File: config.mk
export PLATFORM = sky130hd
export DESIGN_NAME = aux_and_ext_regulator_control
export DESIGN_NICKNAME = d
export VERILOG_FILES = /design/src/design/aux_and_ext_regulator_control.v /design/src/design/flag_sync3.v
export VERILOG_INCLUDE_DIRS = /design/src /design/src/shared
export SDC_FILE = /design/constraint.sdc
export NUM_CORES = 1
export LEC_CHECK = 0
export ABC_AREA = 1
export BUFFER_PORTS_ARGS = -buffer_cell sky130_fd_sc_hd__buf_2
export CORE_ASPECT_RATIO = 1.25
export CORE_MARGIN = 4
export CORE_UTILIZATION = 50
export DETAILED_ROUTE_END_ITERATION = 10
export GPL_TIMING_DRIVEN = 0
export PLACE_DENSITY = 0.75
export SLEW_MARGIN = 5
export SYNTH_ARGS = -nofsm -noshare
export SYNTH_HDL_FRONTEND = slang
export SYNTH_HIERARCHICAL = 1
export SYNTH_SLANG_ARGS = --single-unit
export TNS_END_PERCENT = 1
File: constraint.sdc
create_clock -name ref_clk -period 1.1 [get_ports ref_clk]
set_input_delay 0.22 -clock ref_clk [delete_from_list [all_inputs] [get_ports ref_clk]]
set_output_delay 0.22 -clock ref_clk [all_outputs]
set_load 0.03 [all_outputs]
File: src/shared/aux_ext_map.vh
// Constants for the auxiliary and external-transistor regulator control
//
// Notes on behaviour
// - Normal mode: aux output follows its enable bit.
// - Stop: aux low-power stage, high-power on rising flag.
// - Stop: aux high-power stage off on falling flag.
// - Normal: both aux stages on while enabled.
// - Stand-alone bit written in Normal selects stand-alone.
// - Load-share bit selects load-sharing configuration.
// - First configuration set locks the selection.
// - Lock survives soft reset, cleared at power-up.
// - Stand-alone voltage bit: 0 3.3V, 1 1.8V.
// - Stop: ext low-power stage, high-power on rising flag.
// - Ext high-power stage off on falling flag.
// - Normal: ext uses high-power stage only.
// - Supply low turns ext off unless keep-on set.
// - Load share plus stop-keep keeps ext on in Stop.
// - Stand-alone: off Init/Fail-Safe, host in Normal, else hold.
// - Load share follows main regulator per mode.
// - Restart entry latches aux off until SPI re-enable.
// - Aux only in Normal, Stop, Sleep; never Fail-Safe.
// - Stand-alone: on/off allowed, change attempt silently ignored.
// - Load share: change attempt flags SPI error.
`ifndef AUX_EXT_MAP_VH
`define AUX_EXT_MAP_VH

// ****************************************************************
// Device mode one-hot bit positions
// ****************************************************************
`define MODE_W          6
`define MODE_INIT       0
`define MODE_NORMAL     1
`define MODE_STOP       2
`define MODE_SLEEP      3
`define MODE_RESTART    4
`define MODE_FAILSAFE   5

// ****************************************************************
// Synchronised flag positions
// ****************************************************************
`define FLAG_W          5
`define FLAG_AUX_RISE   0
`define FLAG_AUX_FALL   1
`define FLAG_EXT_RISE   2
`define FLAG_EXT_FALL   3
`define FLAG_BAT_UV     4
`define FLAG_RST_VAL    5'h0_0

// ****************************************************************
// Reset values of control bits
// ****************************************************************
`define CTRL_RST_VAL    1'b0
`define MODE_RST_VAL    6'h0_1

`endif

File: src/design/aux_and_ext_regulator_control.v
// Enable and stage control for the auxiliary and external-transistor regulators
`timescale 1ns/10ps
`default_nettype none
`include "aux_ext_map.vh"

module aux_and_ext_regulator_control (
    // Clock and power-up reset
    input  wire                  ref_clk,
    input  wire                  sys_rst,
    // Soft reset from the mode logic, keeps the configuration lock
    input  wire                  soft_rst,
    // One-hot device mode from the mode state machine
    input  wire [`MODE_W-1:0]    sbc_mode,
    // Main regulator running or ramping
    input  wire                  main_regulator_on,
    // Mode control register write
    input  wire                  mode_ctrl_wr,
    input  wire                  aux_enable_bit,
    input  wire                  standalone_enable_bit,
    // Hardware control register write
    input  wire                  hardware_control_reg_wr,
    input  wire                  load_share_select_bit,
    input  wire                  ext_voltage_select_bit,
    input  wire                  keep_on_at_supply_low_bit,
    input  wire                  load_share_stop_keep_bit,
    // Analog comparator flags, asynchronous
    input  wire                  aux_peak_rise_threshold,
    input  wire                  aux_peak_fall_threshold,
    input  wire                  ext_base_rise_threshold,
    input  wire                  ext_base_fall_threshold,
    input  wire                  battery_undervoltage,
    // Auxiliary regulator controls
    output wire                  aux_lp_stage_on,
    output wire                  aux_hp_stage_on,
    output wire                  aux_enable_state,
    // External regulator controls
    output wire                  ext_lp_stage_on,
    output wire                  ext_hp_stage_on,
    output wire                  ext_vsel_1v8,
    // Configuration status
    output wire                  cfg_standalone,
    output wire                  cfg_load_share,
    output wire                  cfg_locked,
    output wire                  spi_fail_pulse
);

    // ****************************************************************
    // Declarations
    // ****************************************************************
    wire [`FLAG_W-1:0] flag_sync;
    wire               m_init;
    wire               m_norm;
    wire               m_stop;
    wire               m_sleep;
    wire               m_rst;
    wire               m_fs;
    wire               restart_entry;
    wire               locked;
    wire               supply_cut;

    reg  [`MODE_W-1:0] mode_prev_reg;
    reg                cfg_sa_reg;
    reg                cfg_ls_reg;
    reg                aux_en_reg;
    reg                aux_en_next;
    reg                ext_sw_reg;
    reg                ext_sw_next;
    reg                vsel_reg;
    reg                keep_on_reg;
    reg                stop_keep_reg;
    reg                aux_hp_dyn_reg;
    reg                aux_hp_dyn_next;
    reg                ext_hp_dyn_reg;
    reg                ext_hp_dyn_next;
    reg                ext_want_reg;
    reg                ext_want_next;
    reg                set_sa;
    reg                set_ls;
    reg                fail_next;
    reg                fail_reg;
    reg                aux_lp_reg;
    reg                aux_lp_next;
    reg                aux_hp_reg;
    reg                aux_hp_next;
    reg                ext_lp_reg;
    reg                ext_lp_next;
    reg                ext_hp_reg;
    reg                ext_hp_next;
    reg                ext_vsel_reg;

    // ****************************************************************
    // Pin flag synchronisation
    // ****************************************************************
    flag_sync3 u_sync (
        .ref_clk   (ref_clk),
        .sys_rst   (sys_rst),
        .raw_in    ({battery_undervoltage,
                     ext_base_fall_threshold,
                     ext_base_rise_threshold,
                     aux_peak_fall_threshold,
                     aux_peak_rise_threshold}),
        .clean_out (flag_sync)
    );

    // Mode decode and derived conditions
    assign m_init        = sbc_mode[`MODE_INIT];
    assign m_norm        = sbc_mode[`MODE_NORMAL];
    assign m_stop        = sbc_mode[`MODE_STOP];
    assign m_sleep       = sbc_mode[`MODE_SLEEP];
    assign m_rst         = sbc_mode[`MODE_RESTART];
    assign m_fs          = sbc_mode[`MODE_FAILSAFE];
    assign restart_entry = m_rst & ~mode_prev_reg[`MODE_RESTART];
    assign locked        = cfg_sa_reg | cfg_ls_reg;
    assign supply_cut    = flag_sync[`FLAG_BAT_UV] & ~keep_on_reg;

    // ****************************************************************
    // Configuration selection, lock and error flag
    // ****************************************************************
    // Load share wins if both requests land in the same cycle
    always @* begin
        set_ls    = 1'b0;
        set_sa    = 1'b0;
        fail_next = 1'b0;
        if (!locked) begin
            if (hardware_control_reg_wr && load_share_select_bit) begin
                set_ls = 1'b1;
            end else if (mode_ctrl_wr && m_norm && standalone_enable_bit) begin
                set_sa = 1'b1;
            end
        end else if (cfg_ls_reg) begin
            // Clearing load share or asking for stand-alone is an error
            if ((hardware_control_reg_wr && !load_share_select_bit) ||
                (mode_ctrl_wr && standalone_enable_bit)) begin
                fail_next = 1'b1;
            end
        end
        // Stand-alone locked: a load-share request is dropped quietly
    end

    // Lock only clears on power-up reset, not on soft reset
    always @(posedge ref_clk) begin
        if (sys_rst) begin
            cfg_sa_reg <= `CTRL_RST_VAL;
            cfg_ls_reg <= `CTRL_RST_VAL;
        end else begin
            if (set_sa) begin
                cfg_sa_reg <= 1'b1;
            end
            if (set_ls) begin
                cfg_ls_reg <= 1'b1;
            end
        end
    end

    // ****************************************************************
    // Host control bits
    // ****************************************************************
    // Aux enable is written in Normal and latched off on Restart entry
    always @* begin
        aux_en_next = aux_en_reg;
        ext_sw_next = ext_sw_reg;
        if (restart_entry) begin
            aux_en_next = 1'b0;
        end else if (mode_ctrl_wr && m_norm) begin
            aux_en_next = aux_enable_bit;
        end
        if (mode_ctrl_wr && m_norm && (cfg_sa_reg || set_sa)) begin
            ext_sw_next = standalone_enable_bit;
        end
    end

    // Soft reset clears host bits but leaves the lock alone
    always @(posedge ref_clk) begin
        if (sys_rst || soft_rst) begin
            aux_en_reg    <= `CTRL_RST_VAL;
            ext_sw_reg    <= `CTRL_RST_VAL;
            vsel_reg      <= `CTRL_RST_VAL;
            keep_on_reg   <= `CTRL_RST_VAL;
            stop_keep_reg <= `CTRL_RST_VAL;
            mode_prev_reg <= `MODE_RST_VAL;
            fail_reg      <= 1'b0;
        end else begin
            aux_en_reg    <= aux_en_next;
            ext_sw_reg    <= ext_sw_next;
            mode_prev_reg <= sbc_mode;
            fail_reg      <= fail_next;
            if (hardware_control_reg_wr) begin
                vsel_reg      <= ext_voltage_select_bit;
                keep_on_reg   <= keep_on_at_supply_low_bit;
                stop_keep_reg <= load_share_stop_keep_bit;
            end
        end
    end

    // ****************************************************************
    // Dynamic high-power stage in low-power modes
    // ****************************************************************
    // Rise sets (aux only in Stop, Sleep clears aux), fall clears; rise wins so a load step is never missed
    always @* begin
        aux_hp_dyn_next = aux_hp_dyn_reg;
        ext_hp_dyn_next = ext_hp_dyn_reg;
        if (!(m_stop || m_sleep)) begin
            aux_hp_dyn_next = 1'b0;
            ext_hp_dyn_next = 1'b0;
        end else begin
            if (flag_sync[`FLAG_AUX_RISE]) begin
                aux_hp_dyn_next = m_stop;
            end else if (flag_sync[`FLAG_AUX_FALL]) begin
                aux_hp_dyn_next = 1'b0;
            end
            if (flag_sync[`FLAG_EXT_RISE]) begin
                ext_hp_dyn_next = 1'b1;
            end else if (flag_sync[`FLAG_EXT_FALL]) begin
                ext_hp_dyn_next = 1'b0;
            end
        end
    end

    // ****************************************************************
    // External regulator wanted state per mode
    // ****************************************************************
    // Stand-alone holds the last state outside Normal/Init/Fail-Safe
    always @* begin
        ext_want_next = ext_want_reg;
        if (cfg_ls_reg) begin
            if (m_norm) begin
                ext_want_next = 1'b1;
            end else if (m_rst) begin
                ext_want_next = main_regulator_on;
            end else if (m_stop) begin
                ext_want_next = stop_keep_reg;
            end else begin
                ext_want_next = 1'b0;
            end
        end else if (cfg_sa_reg) begin
            if (m_init || m_fs) begin
                ext_want_next = 1'b0;
            end else if (m_norm) begin
                ext_want_next = ext_sw_reg;
            end
        end else begin
            ext_want_next = 1'b0;
        end
    end

    // ****************************************************************
    // Stage outputs
    // ****************************************************************
    // Aux stays off outside Normal, Stop and Sleep
    always @* begin
        aux_lp_next = 1'b0;
        aux_hp_next = 1'b0;
        ext_lp_next = 1'b0;
        ext_hp_next = 1'b0;
        if (aux_en_reg && (m_norm || m_stop || m_sleep)) begin
            aux_lp_next = 1'b1;
            aux_hp_next = m_norm | aux_hp_dyn_reg;
        end
        // Undervoltage cut is a level, so recovery re-enables by itself
        if (ext_want_reg && !supply_cut) begin
            if (m_stop || m_sleep) begin
                ext_lp_next = 1'b1;
                ext_hp_next = ext_hp_dyn_reg;
            end else begin
                ext_hp_next = 1'b1;
            end
        end
    end

    // Registered outputs; dynamic state cleared on soft reset too
    always @(posedge ref_clk) begin
        if (sys_rst || soft_rst) begin
            aux_hp_dyn_reg <= 1'b0;
            ext_hp_dyn_reg <= 1'b0;
            ext_want_reg   <= 1'b0;
            aux_lp_reg     <= 1'b0;
            aux_hp_reg     <= 1'b0;
            ext_lp_reg     <= 1'b0;
            ext_hp_reg     <= 1'b0;
            ext_vsel_reg   <= 1'b0;
        end else begin
            aux_hp_dyn_reg <= aux_hp_dyn_next;
            ext_hp_dyn_reg <= ext_hp_dyn_next;
            ext_want_reg   <= ext_want_next;
            aux_lp_reg     <= aux_lp_next;
            aux_hp_reg     <= aux_hp_next;
            ext_lp_reg     <= ext_lp_next;
            ext_hp_reg     <= ext_hp_next;
            ext_vsel_reg   <= cfg_sa_reg & vsel_reg;
        end
    end

    // ****************************************************************
    // Output wiring
    // ****************************************************************
    assign aux_lp_stage_on  = aux_lp_reg;
    assign aux_hp_stage_on  = aux_hp_reg;
    assign aux_enable_state = aux_en_reg;
    assign ext_lp_stage_on  = ext_lp_reg;
    assign ext_hp_stage_on  = ext_hp_reg;
    assign ext_vsel_1v8     = ext_vsel_reg;
    assign cfg_standalone   = cfg_sa_reg;
    assign cfg_load_share   = cfg_ls_reg;
    assign cfg_locked       = locked;
    assign spi_fail_pulse   = fail_reg;

endmodule

`default_nettype wire

File: src/design/flag_sync3.v
// Three-stage synchroniser with agreement filter for pin flags
`timescale 1ns/10ps
`default_nettype none
`include "aux_ext_map.vh"

module flag_sync3 (
    // Clock and reset
    input  wire                  ref_clk,
    input  wire                  sys_rst,
    // Raw pin levels
    input  wire [`FLAG_W-1:0]    raw_in,
    // Filtered levels
    output wire [`FLAG_W-1:0]    clean_out
);

    genvar i;

    // ****************************************************************
    // One chain per flag
    // ****************************************************************
    generate
        for (i = 0; i < `FLAG_W; i = i + 1) begin : g_bit
            reg s1_reg;
            reg s2_reg;
            reg s3_reg;
            reg out_reg;
            // First stage feeds only the second, so no logic sees metastability
            always @(posedge ref_clk) begin
                if (sys_rst) begin
                    s1_reg  <= 1'b0;
                    s2_reg  <= 1'b0;
                    s3_reg  <= 1'b0;
                    out_reg <= 1'b0;
                end else begin
                    s1_reg <= raw_in[i];
                    s2_reg <= s1_reg;
                    s3_reg <= s2_reg;
                    if (s2_reg == s3_reg) begin
                        out_reg <= s3_reg;
                    end
                end
            end
            assign clean_out[i] = out_reg;
        end
    endgenerate

endmodule

`default_nettype wire

==> reports/summary.txt, run 1 <==
Outcome = finished, violations left
Failing checks = negative setup slack
Initial DRC Count = 10
Site Rows = 20
Worst EP arrival = 0.93 ns
First-pass GRT wire length = 3974 µm
Commonest non-fill, non-tap cells in the layout = 35 x nor2_1, 34 x dfxtp_1, 26 x inv_1, 24 x buf_2, 20 x nand2_1
Most common cell after layout, fill and taps aside = nor2_1
Worst-case vdd ir drop = 990.6 µV
Crit path cell chain = inv_4 -> nand2_2 -> buf_6
Part of the power in registers = 0.618
Fillers = 218
Yosys Warn Count = 6
Crit end category = output port
Final ANT Viol Nets = 0
Max_cap viols = 0
Detailed Route WL = 2384 µm
Final period util = 1.044
Actual slew at the worst max-slew pin = 0.2085 ns
Combinational power share = 0.093
CTS sink cnt = 37
Core area = 2477 µm²
Max-slew violation count = 0
Height of the die = 65.15 µm
CTS tree = yes
GPL Wtd Cong = 0.7417
PwrDens = 1388 nW/µm²
GR Util All Layers = 0.1586
Post-DR wirelength/cell = 9.892 µm
Synth Register Bits = 37
GR Overflow Total = 0
Vias in the first global route = 1025
Clock power share = 0.288
# setup viols final = 2
CTS Buf Count = 5
Shortest period the worst path allows = 1.148 ns
RSZ-0062 raised after global routing = true
Synth cell types = 14
Max Fclk = 870.9 MHz
Crit Path Class = register to output port
Internal = 0.001721 W
Root Buffer = clkbuf_4
Post-synthesis cell area = 1306 µm²
Nets = 230
Lkg Pwr = 0.7731 nW
Rel. slew slack = 0.8605
Critical Path Slowest Stage Cell = dfxtp_4
DR pass1 iterations = 4
ANT cells = 0
Crit-path leading delay family = flip-flops
Setup WS pre-CTS = 0.06170 ns
H-Tree Depth = 2
Worst skew pair latency = 0.33 ns
Sw Pwr = 0.0005300 W
Switching part of the total power = 0.2354
CP startpoint kind = register
Number of port buffers = 32
Max clock buf depth = 2
Mapped Nets = 188
DR DRC count = 0
Routed vias = 1110
Initial antenna violation count = 0
Seq/Total Area, Yosys = 0.5670
Fin. Hold Viols = 0
Synth-to-Final Area Change = 24.14%
Hpwl dp = 1761 µm
Min-Delay Path Class = input port to register
CTS clk-pin slew, worst paths = 0.10 ns
Die W = 53.72 µm
CP bufs+invs = 2
Max stage delay on crit path = 0.38 ns
Non-Filler Instances = 241
Cells after synthesis = 165
Starting density of the core = 0.5273
Inst Count DP = 230
Die area = 3499 µm²
Share of cells above drive strength 1 = 0.2692
Cts hold-fix bufs = 0
Clk_skew = 0.006310 ns
PnR worst setup slack = -0.04825 ns
Syn avg cell area = 7.917 µm²
CP Max Fanout = 3
Largest net degree at the start of global routing = 11
I/O pin count = 33
Total power draw = 0.002251 W
Critical path data required time = 0.88 ns
Drt via density = 4.606
worst register-to-register path, delay by kind of cell, from the launching register on:
family,cells,cell delay [ns]
flops,1,0.39
simple gates,3,0.35
buf+inv,2,0.18
cell type report:
cell class,count,area [µm²],area share
flip-flops and latches,37,747.0,0.4606
multi-input cells,91,395.4,0.2438
inverters,30,115.1,0.07099
well taps,33,41.29,0.02546
repair buffers,35,214.0,0.1319
clock buffers,8,48.80,0.03009
plain buffers,7,60.06,0.03704
Yosys cell counts (all sizes together):
library cell	count	area (µm²)
inv	30	112.6
o21ai	7	35.03
nand2	21	78.83
nand3	6	30.03
buf	7	60.06
nor2	36	142.6
or2	1	6.260
nor3	3	15.01
a21oi	17	85.08
dfxtp	37	740.7
path summary, 6_finish.rpt:
kind                            depth (start not counted)                endpoint  slack, ns                    start
worst max-delay path                                    3              cfg_locked      -0.05           cfg_standalone
worst min register to register                          2  u_sync/g_bit[1].s2_reg       0.41   u_sync/g_bit[1].s1_reg
worst max register to register                          5              ext_sw_reg       0.10           cfg_standalone
worst min-delay path                                    3  u_sync/g_bit[2].s1_reg       0.09  ext_base_rise_threshold
per-layer routing:
metal | routed length [µm] | GRT usage | vias up
met5 | 0 | 0 | -
met4 | 78 | 0.08307 | 0
met3 | 197 | 0.07029 | 11
met2 | 1201 | 0.2727 | 34
met1 | 906 | 0.1524 | 486
li1 | - | - | 579
timing repair:
action	CTS	global route
setup buffers	3	0
pin swaps	1	0
endpoints found under the setup margin	4	9
resized for setup	9	14
per-stage QoR:
step / util / cell area, µm² / hold WS [ns] / TNS, ns
final: 0.6545 / 1622 / 0.08787 / -0.06129
after detailed placement: 0.6096 / 1510 / 0.3986 / 0
after floorplan: - / 1309 / 0.2891 / -0.01744
after global routing: 0.6545 / 1622 / 0.08284 / -0.1871
after CTS: 0.6449 / 1598 / 0.07263 / -0.1157
after global placement: 0.6096 / 1510 / 0.3909 / 0
kinds of logic (layout without fill, tap and decap cells):
logic type / after synthesis / count (layout) / share of synthesized area
compound gates: 24 / 24 / 0.09195
buf+inv: 37 / 80 / 0.1322
flops: 37 / 37 / 0.5670
simple gates: 67 / 67 / 0.2088
power by group through the flow:
stage	clock (W)	combinational [W]	sequential [W]
after CTS	0.000675	0.000207	0.00139
after global placement	0	0.000184	0.00142
after detailed placement	0	0.000190	0.00142
after floorplan	0	0.000102	0.00143
after global routing	0.000746	0.000237	0.00140
final	0.000649	0.000210	0.00139
No activity file was read; power rests on OpenSTA's default activity.
==> inputs of run 2 (changes only) <==
Settings changed: RECOVER_POWER set to 50.
==> run 2 against run 1 <==
Against the previous run: the run still ends with negative setup slack left; via count decreased by 0.72%; global-route usage unchanged; total power decreased by 0.48%; sequential cell count stayed put; highest routed layer unchanged; cell count did not move; die area unchanged; design area decreased by 1.5%; core utilization shrank 0.96 points; critical path type unchanged; combinational power fell by 6%; sequential power barely moved.
==> reports/summary.txt, run 2 (same netlist as run 1, synthesis figures left out) <==
Worst hold slack = 0.08672 ns (-0.001146 ns)
Actual slew at the worst max-slew pin = 0.4539 ns (+0.2454 ns)
Fillers = 224 (+2.8%)
Reg2reg setup slack = 0.10 ns (about the same)
Outcome = finished, violations left
Root Buffer = clkbuf_4
First-pass GRT wire length = 3974 µm (unchanged)
Die area = 3499 µm² (unchanged)
GR Util All Layers = 0.1586 (unchanged)
Vias in the first global route = 1025 (unchanged)
Initial DRC Count = 12 (+2)
PwrDens = 1402 nW/µm² (+1.0%)
Drt via density = 4.573 (-0.72%)
Hpwl dp = 1761 µm (unchanged)
CP bufs+invs = 2 (unchanged)
Max clock buf depth = 2 (unchanged)
GR Overflow Total = 0 (unchanged)
Final ANT Viol Nets = 0 (unchanged)
Crit Path Class = register to output port
CTS Buf Count = 5 (unchanged)
GPL Wtd Cong = 0.7417 (unchanged)
Most common cell after layout, fill and taps aside = nor2_1
Die W = 53.72 µm (unchanged)
Initial antenna violation count = 0 (unchanged)
Starting density of the core = 0.5273 (unchanged)
DR pass1 iterations = 4 (unchanged)
Max stage delay on crit path = 0.38 ns (about the same)
Final period util = 1.045 (+0.001219)
CP startpoint kind = register
RSZ-0062 raised after global routing = true
Clk_skew = 0.006472 ns (+0.0001615 ns)
CTS sink cnt = 37 (unchanged)
Synth-to-Final Area Change = 22.32%
Worst skew pair latency = 0.33 ns (about the same)
Lkg Pwr = 0.7602 nW (-1.7%)
Site Rows = 20 (unchanged)
Detailed Route WL = 2371 µm (-0.55%)
Min-Delay Path Class = input port to register
Routed vias = 1102 (-0.72%)
I/O pin count = 33 (unchanged)
Non-Filler Instances = 241 (unchanged)
Core area = 2477 µm² (unchanged)
Failing checks = negative setup slack
Crit path cell chain = inv_4 -> nand2_2 -> buf_6
Nets = 230 (unchanged)
Critical path data required time = 0.88 ns (about the same)
Critical Path Slowest Stage Cell = dfxtp_4
Number of port buffers = 32 (unchanged)
CP Max Fanout = 3 (unchanged)
# setup viols final = 2 (unchanged)
Inst Count DP = 230 (unchanged)
Setup WS pre-CTS = 0.06170 ns (unchanged)
Fin. Hold Viols = 0 (unchanged)
Largest net degree at the start of global routing = 11 (unchanged)
Worst-case vdd ir drop = 988.8 µV (-0.18%)
Rel. slew slack = 0.6963 (-0.1642)
Setup TNS = -0.06309 ns (-0.001794 ns)
Max-slew violation count = 0 (unchanged)
Commonest non-fill, non-tap cells in the layout = 36 x nor2_1, 34 x dfxtp_1, 27 x inv_1, 23 x buf_2, 20 x nand2_1
Worst EP arrival = 0.93 ns (about the same)
CTS tree = yes
Shortest period the worst path allows = 1.150 ns (+0.001341 ns)
Post-DR wirelength/cell = 9.838 µm (-0.55%)
H-Tree Depth = 2 (unchanged)
Core Util, Final = 0.6449 (-0.009596)
Crit-path leading delay family = flip-flops
Max Fclk = 869.9 MHz (-0.12%)
Share of cells above drive strength 1 = 0.2452 (-0.02404)
DR DRC count = 0 (unchanged)
Crit end category = output port
CTS clk-pin slew, worst paths = 0.10 ns (about the same)
Height of the die = 65.15 µm (unchanged)
ANT cells = 0 (unchanged)
PnR worst setup slack = -0.04960 ns (-0.001341 ns)
Max_cap viols = 0 (unchanged)
## run 2: metrics by stage
stage / total power (W) / instance area, µm²
final: 0.002241 / 1598
after global routing: 0.002369 / 1598
after CTS: 0.002274 / 1598
after detailed placement: 0.001612 / 1510
after global placement: 0.001604 / 1510
after floorplan: 0.001532 / 1309
## run 2: worst reg2reg max path, delay by kind of cell, from the launching register on
kind,cells,cell delay [ns]
flops,1,0.39
simple gates,3,0.35
buf+inv,2,0.18
## run 2: metal layers
| layer | up-vias | track usage | part of all wire |
|---|---|---|---|
| li1 | 578 | - | - |
| met1 | 480 | 0.1524 | 0.38 |
| met2 | 33 | 0.2727 | 0.50 |
| met3 | 11 | 0.07029 | 0.081 |
| met4 | 0 | 0.08307 | 0.033 |
| met5 | - | 0 | 0 |
## run 2: path summary, 6_finish.rpt
kind                      startpoint                endpoint  depth (start not counted)
max                   cfg_standalone              cfg_locked                          3
min          ext_base_rise_threshold  u_sync/g_bit[2].s1_reg                          3
max reg2reg           cfg_standalone              ext_sw_reg                          5
min reg2reg   u_sync/g_bit[1].s1_reg  u_sync/g_bit[1].s2_reg                          2
## run 2: final cells by class
cell class | count | area [µm²] | area share
buffer | 7 | 45.04 | 0.02819
clock buffer | 8 | 48.80 | 0.03054
inverter | 30 | 115.1 | 0.07204
multi-input combinational | 91 | 387.9 | 0.2428
sequential | 37 | 747.0 | 0.4675
tap | 33 | 41.29 | 0.02584
timing repair buffer | 35 | 212.7 | 0.1331
## run 2: what timing repair did
item / CTS / global route
hold buffers: 0 / 0
pin swaps: 1 / 0
setup buffers: 3 / 0
setup endpoints to repair: 4 / 9
gates resized for setup: 9 / 14
## run 2: power breakdown
part / switching (W) / total (W) / internal (W)
registers: 0.0000184 / 0.00139 / 0.00137
clock network: 0.000395 / 0.000650 / 0.000255
logic: 0.000113 / 0.000198 / 0.0000853
==> inputs of run 3 (changes only) <==
Settings changed: GPL_TIMING_DRIVEN 0 to 1.
==> run 3 against run 2 <==
Against the previous run: the flow still finishes with violations (negative setup slack); sequential power hardly changed; setup slack improved by 0.0013 ns; combinational power is essentially flat; maximum frequency increased by 0.11%; clock skew increased by 0.0011 ns; clock-buffer cell count fell by 1; cell count is 2.9% lower; largest power group unchanged.
==> reports/summary.txt, run 3 (same netlist as run 1, synthesis figures left out) <==
Crit Path Class = register to output port
Most common cell after layout, fill and taps aside = nor2_1
Failing checks = negative setup slack
Worst EP arrival = 0.93 ns (about the same)
Outcome = finished, violations left
Height of the die = 65.15 µm (unchanged)
Min-Delay Path Class = input port to register
PnR worst setup slack = -0.04832 ns (+0.001280 ns)
Die W = 53.72 µm (unchanged)
Crit end category = output port
Crit path cell chain = inv_2 -> nand2_2 -> buf_6
CP bufs+invs = 2 (unchanged)
Share of cells above drive strength 1 = 0.2388 (-0.006386)
CTS clk-pin slew, worst paths = 0.10 ns (about the same)
Die area = 3499 µm² (unchanged)
CTS sink cnt = 37 (unchanged)
Hold Path End = u_sync/g_bit[4].s1_reg
Max-slew violation count = 0 (unchanged)
Rel. slew slack = 0.5220 (-0.1743)
Site Rows = 20 (unchanged)
Hpwl dp = 1696 µm (-3.7%)
ANT cells = 0 (unchanged)
Synth-to-Final Area Change = 18.39%
Crit-path leading delay family = flip-flops
DR DRC count = 0 (unchanged)
Nets = 224 (-2.6%)
Shortest period the worst path allows = 1.148 ns (-0.001280 ns)
CP Max Fanout = 3 (unchanged)
Max stage delay on crit path = 0.36 ns (-0.02 ns)
CTS tree = yes
Drt via density = 4.650 (+1.7%)
Fin area = 1546 µm² (-3.2%)
Starting density of the core = 0.5273 (unchanged)
Final period util = 1.044 (-0.001164)
Lkg Pwr = 0.7374 nW (-3.0%)
Fin. Hold Viols = 0 (unchanged)
Detailed Route WL = 2321 µm (-2.1%)
RSZ-0062 raised after global routing = true
Post-DR wirelength/cell = 9.919 µm (+0.82%)
GPL Wtd Cong = 0.7779 (+4.9%)
Critical Path Slowest Stage Cell = dfxtp_2
CP startpoint kind = register
GR Util All Layers = 0.1589 (+0.0003163)
Clk_skew = 0.007529 ns (+0.001057 ns)
GR Overflow Total = 0 (unchanged)
Placed cell area = 1458 µm² (-3.5%)
Max Fclk = 870.8 MHz (+0.11%)
Actual slew at the worst max-slew pin = 0.7171 ns (+0.2632 ns)
Reg2reg setup slack = 0.06 ns (-0.04 ns)
Final ANT Viol Nets = 0 (unchanged)
I/O pin count = 33 (unchanged)
Worst-case vdd ir drop = 1163 µV (+18%)
Initial DRC Count = 32 (+20)
Worst r2r path cells = 7 (+2)
H-Tree Depth = 2 (unchanged)
Core area = 2477 µm² (unchanged)
First-pass GRT wire length = 4036 µm (+1.6%)
Min-delay src = battery_undervoltage
# setup viols final = 3 (+1)
Max clock buf depth = 2 (unchanged)
Routed vias = 1088 (-1.3%)
Initial antenna violation count = 0 (unchanged)
Hold path depth = 3 (unchanged)
Root Buffer = clkbuf_4
Number of port buffers = 32 (unchanged)
Setup WS pre-CTS = 0.08208 ns (+0.02037 ns)
Cts hold-fix bufs = 0 (unchanged)
Reg2Reg Launch Point = cfg_standalone
Max_cap viols = 0 (unchanged)
DR pass1 iterations = 4 (unchanged)
CTS Buf Count = 5 (unchanged)
Crit Reg-Reg Endpoint = ext_want_reg
PwrDens = 1474 nW/µm² (+5.1%)
Critical path data required time = 0.88 ns (about the same)
Commonest non-fill, non-tap cells in the layout = 36 x nor2_1, 34 x dfxtp_1, 27 x inv_1, 27 x buf_2, 20 x nand2_1
Vias in the first global route = 1011 (-1.4%)
Largest net degree at the start of global routing = 19 (+8)
Worst skew pair latency = 0.33 ns (about the same)
-- run 3: through the flow --
step | cells | total power, W | TNS (ns) | utilization | hold slack [ns]
final | 234 | 0.002279 | -0.07624 | 0.6242 | 0.09193
after global routing | 234 | 0.002406 | -0.1925 | 0.6242 | 0.08637
after CTS | 234 | 0.002308 | -0.09854 | 0.6253 | 0.07241
after detailed placement | 224 | 0.001605 | 0 | 0.5884 | 0.3995
after global placement | 224 | 0.001597 | 0 | 0.5884 | 0.3911
after floorplan | 165 | 0.001532 | -0.01744 | - | 0.2891
-- run 3: repair_timing --
item,4_1_cts,5_1_grt
setup endpoints to repair,4,6
setup buffers,3,0
hold endpoints to repair,0,0
gates resized for setup,8,5
pin swaps,1,0
-- run 3: cell type report --
class	instances	area, µm²
timing repair buffer	36	202.7
multi-input combinational	91	387.9
clock buffer	7	55.05
inverter	30	115.1
fill	225	930.9
tap	33	41.29
sequential	37	744.5
-- run 3: metal layers --
| metal | up-vias | GRT usage | part of all wire |
|---|---|---|---|
| met3 | 7 | 0.06122 | 0.091 |
| li1 | 567 | - | - |
| met4 | 0 | 0.06709 | 0.021 |
| met5 | - | 0 | 0 |
| met1 | 473 | 0.1664 | 0.40 |
| met2 | 41 | 0.2727 | 0.48 |
-- run 3: worst max path at each step --
stage / startpoint / endpoint / slack [ns] / cells after the start
5_1_grt: cfg_load_share / cfg_locked / -0.09 / 3
3_5_place_dp: soft_rst / ext_sw_reg / 0.08 / 5
3_3_place_gp: soft_rst / ext_sw_reg / 0.14 / 5
4_1_cts: cfg_load_share / cfg_locked / -0.04 / 3
6_report: cfg_load_share / cfg_locked / -0.05 / 3
2_1_floorplan: cfg_load_share / ext_want_reg / -0.02 / 7
-- run 3: power by group --
| group | total [W] | switching (W) | internal, W |
|---|---|---|---|
| sequential | 0.00139 | 0.0000173 | 0.00138 |
| combinational | 0.000198 | 0.000115 | 0.0000826 |
| clock | 0.000689 | 0.000387 | 0.000302 |
| total | 0.00228 | 0.000520 | 0.00176 |
-- run 3: worst reg2reg max path: stages, from the launching register on --
cell     delay (ns)
dfxtp_2        0.38
inv_4          0.04
buf_4          0.14
nor3_1         0.18
nand2_1        0.09
nand2_1        0.06
nand2_1        0.06
inv_1          0.04
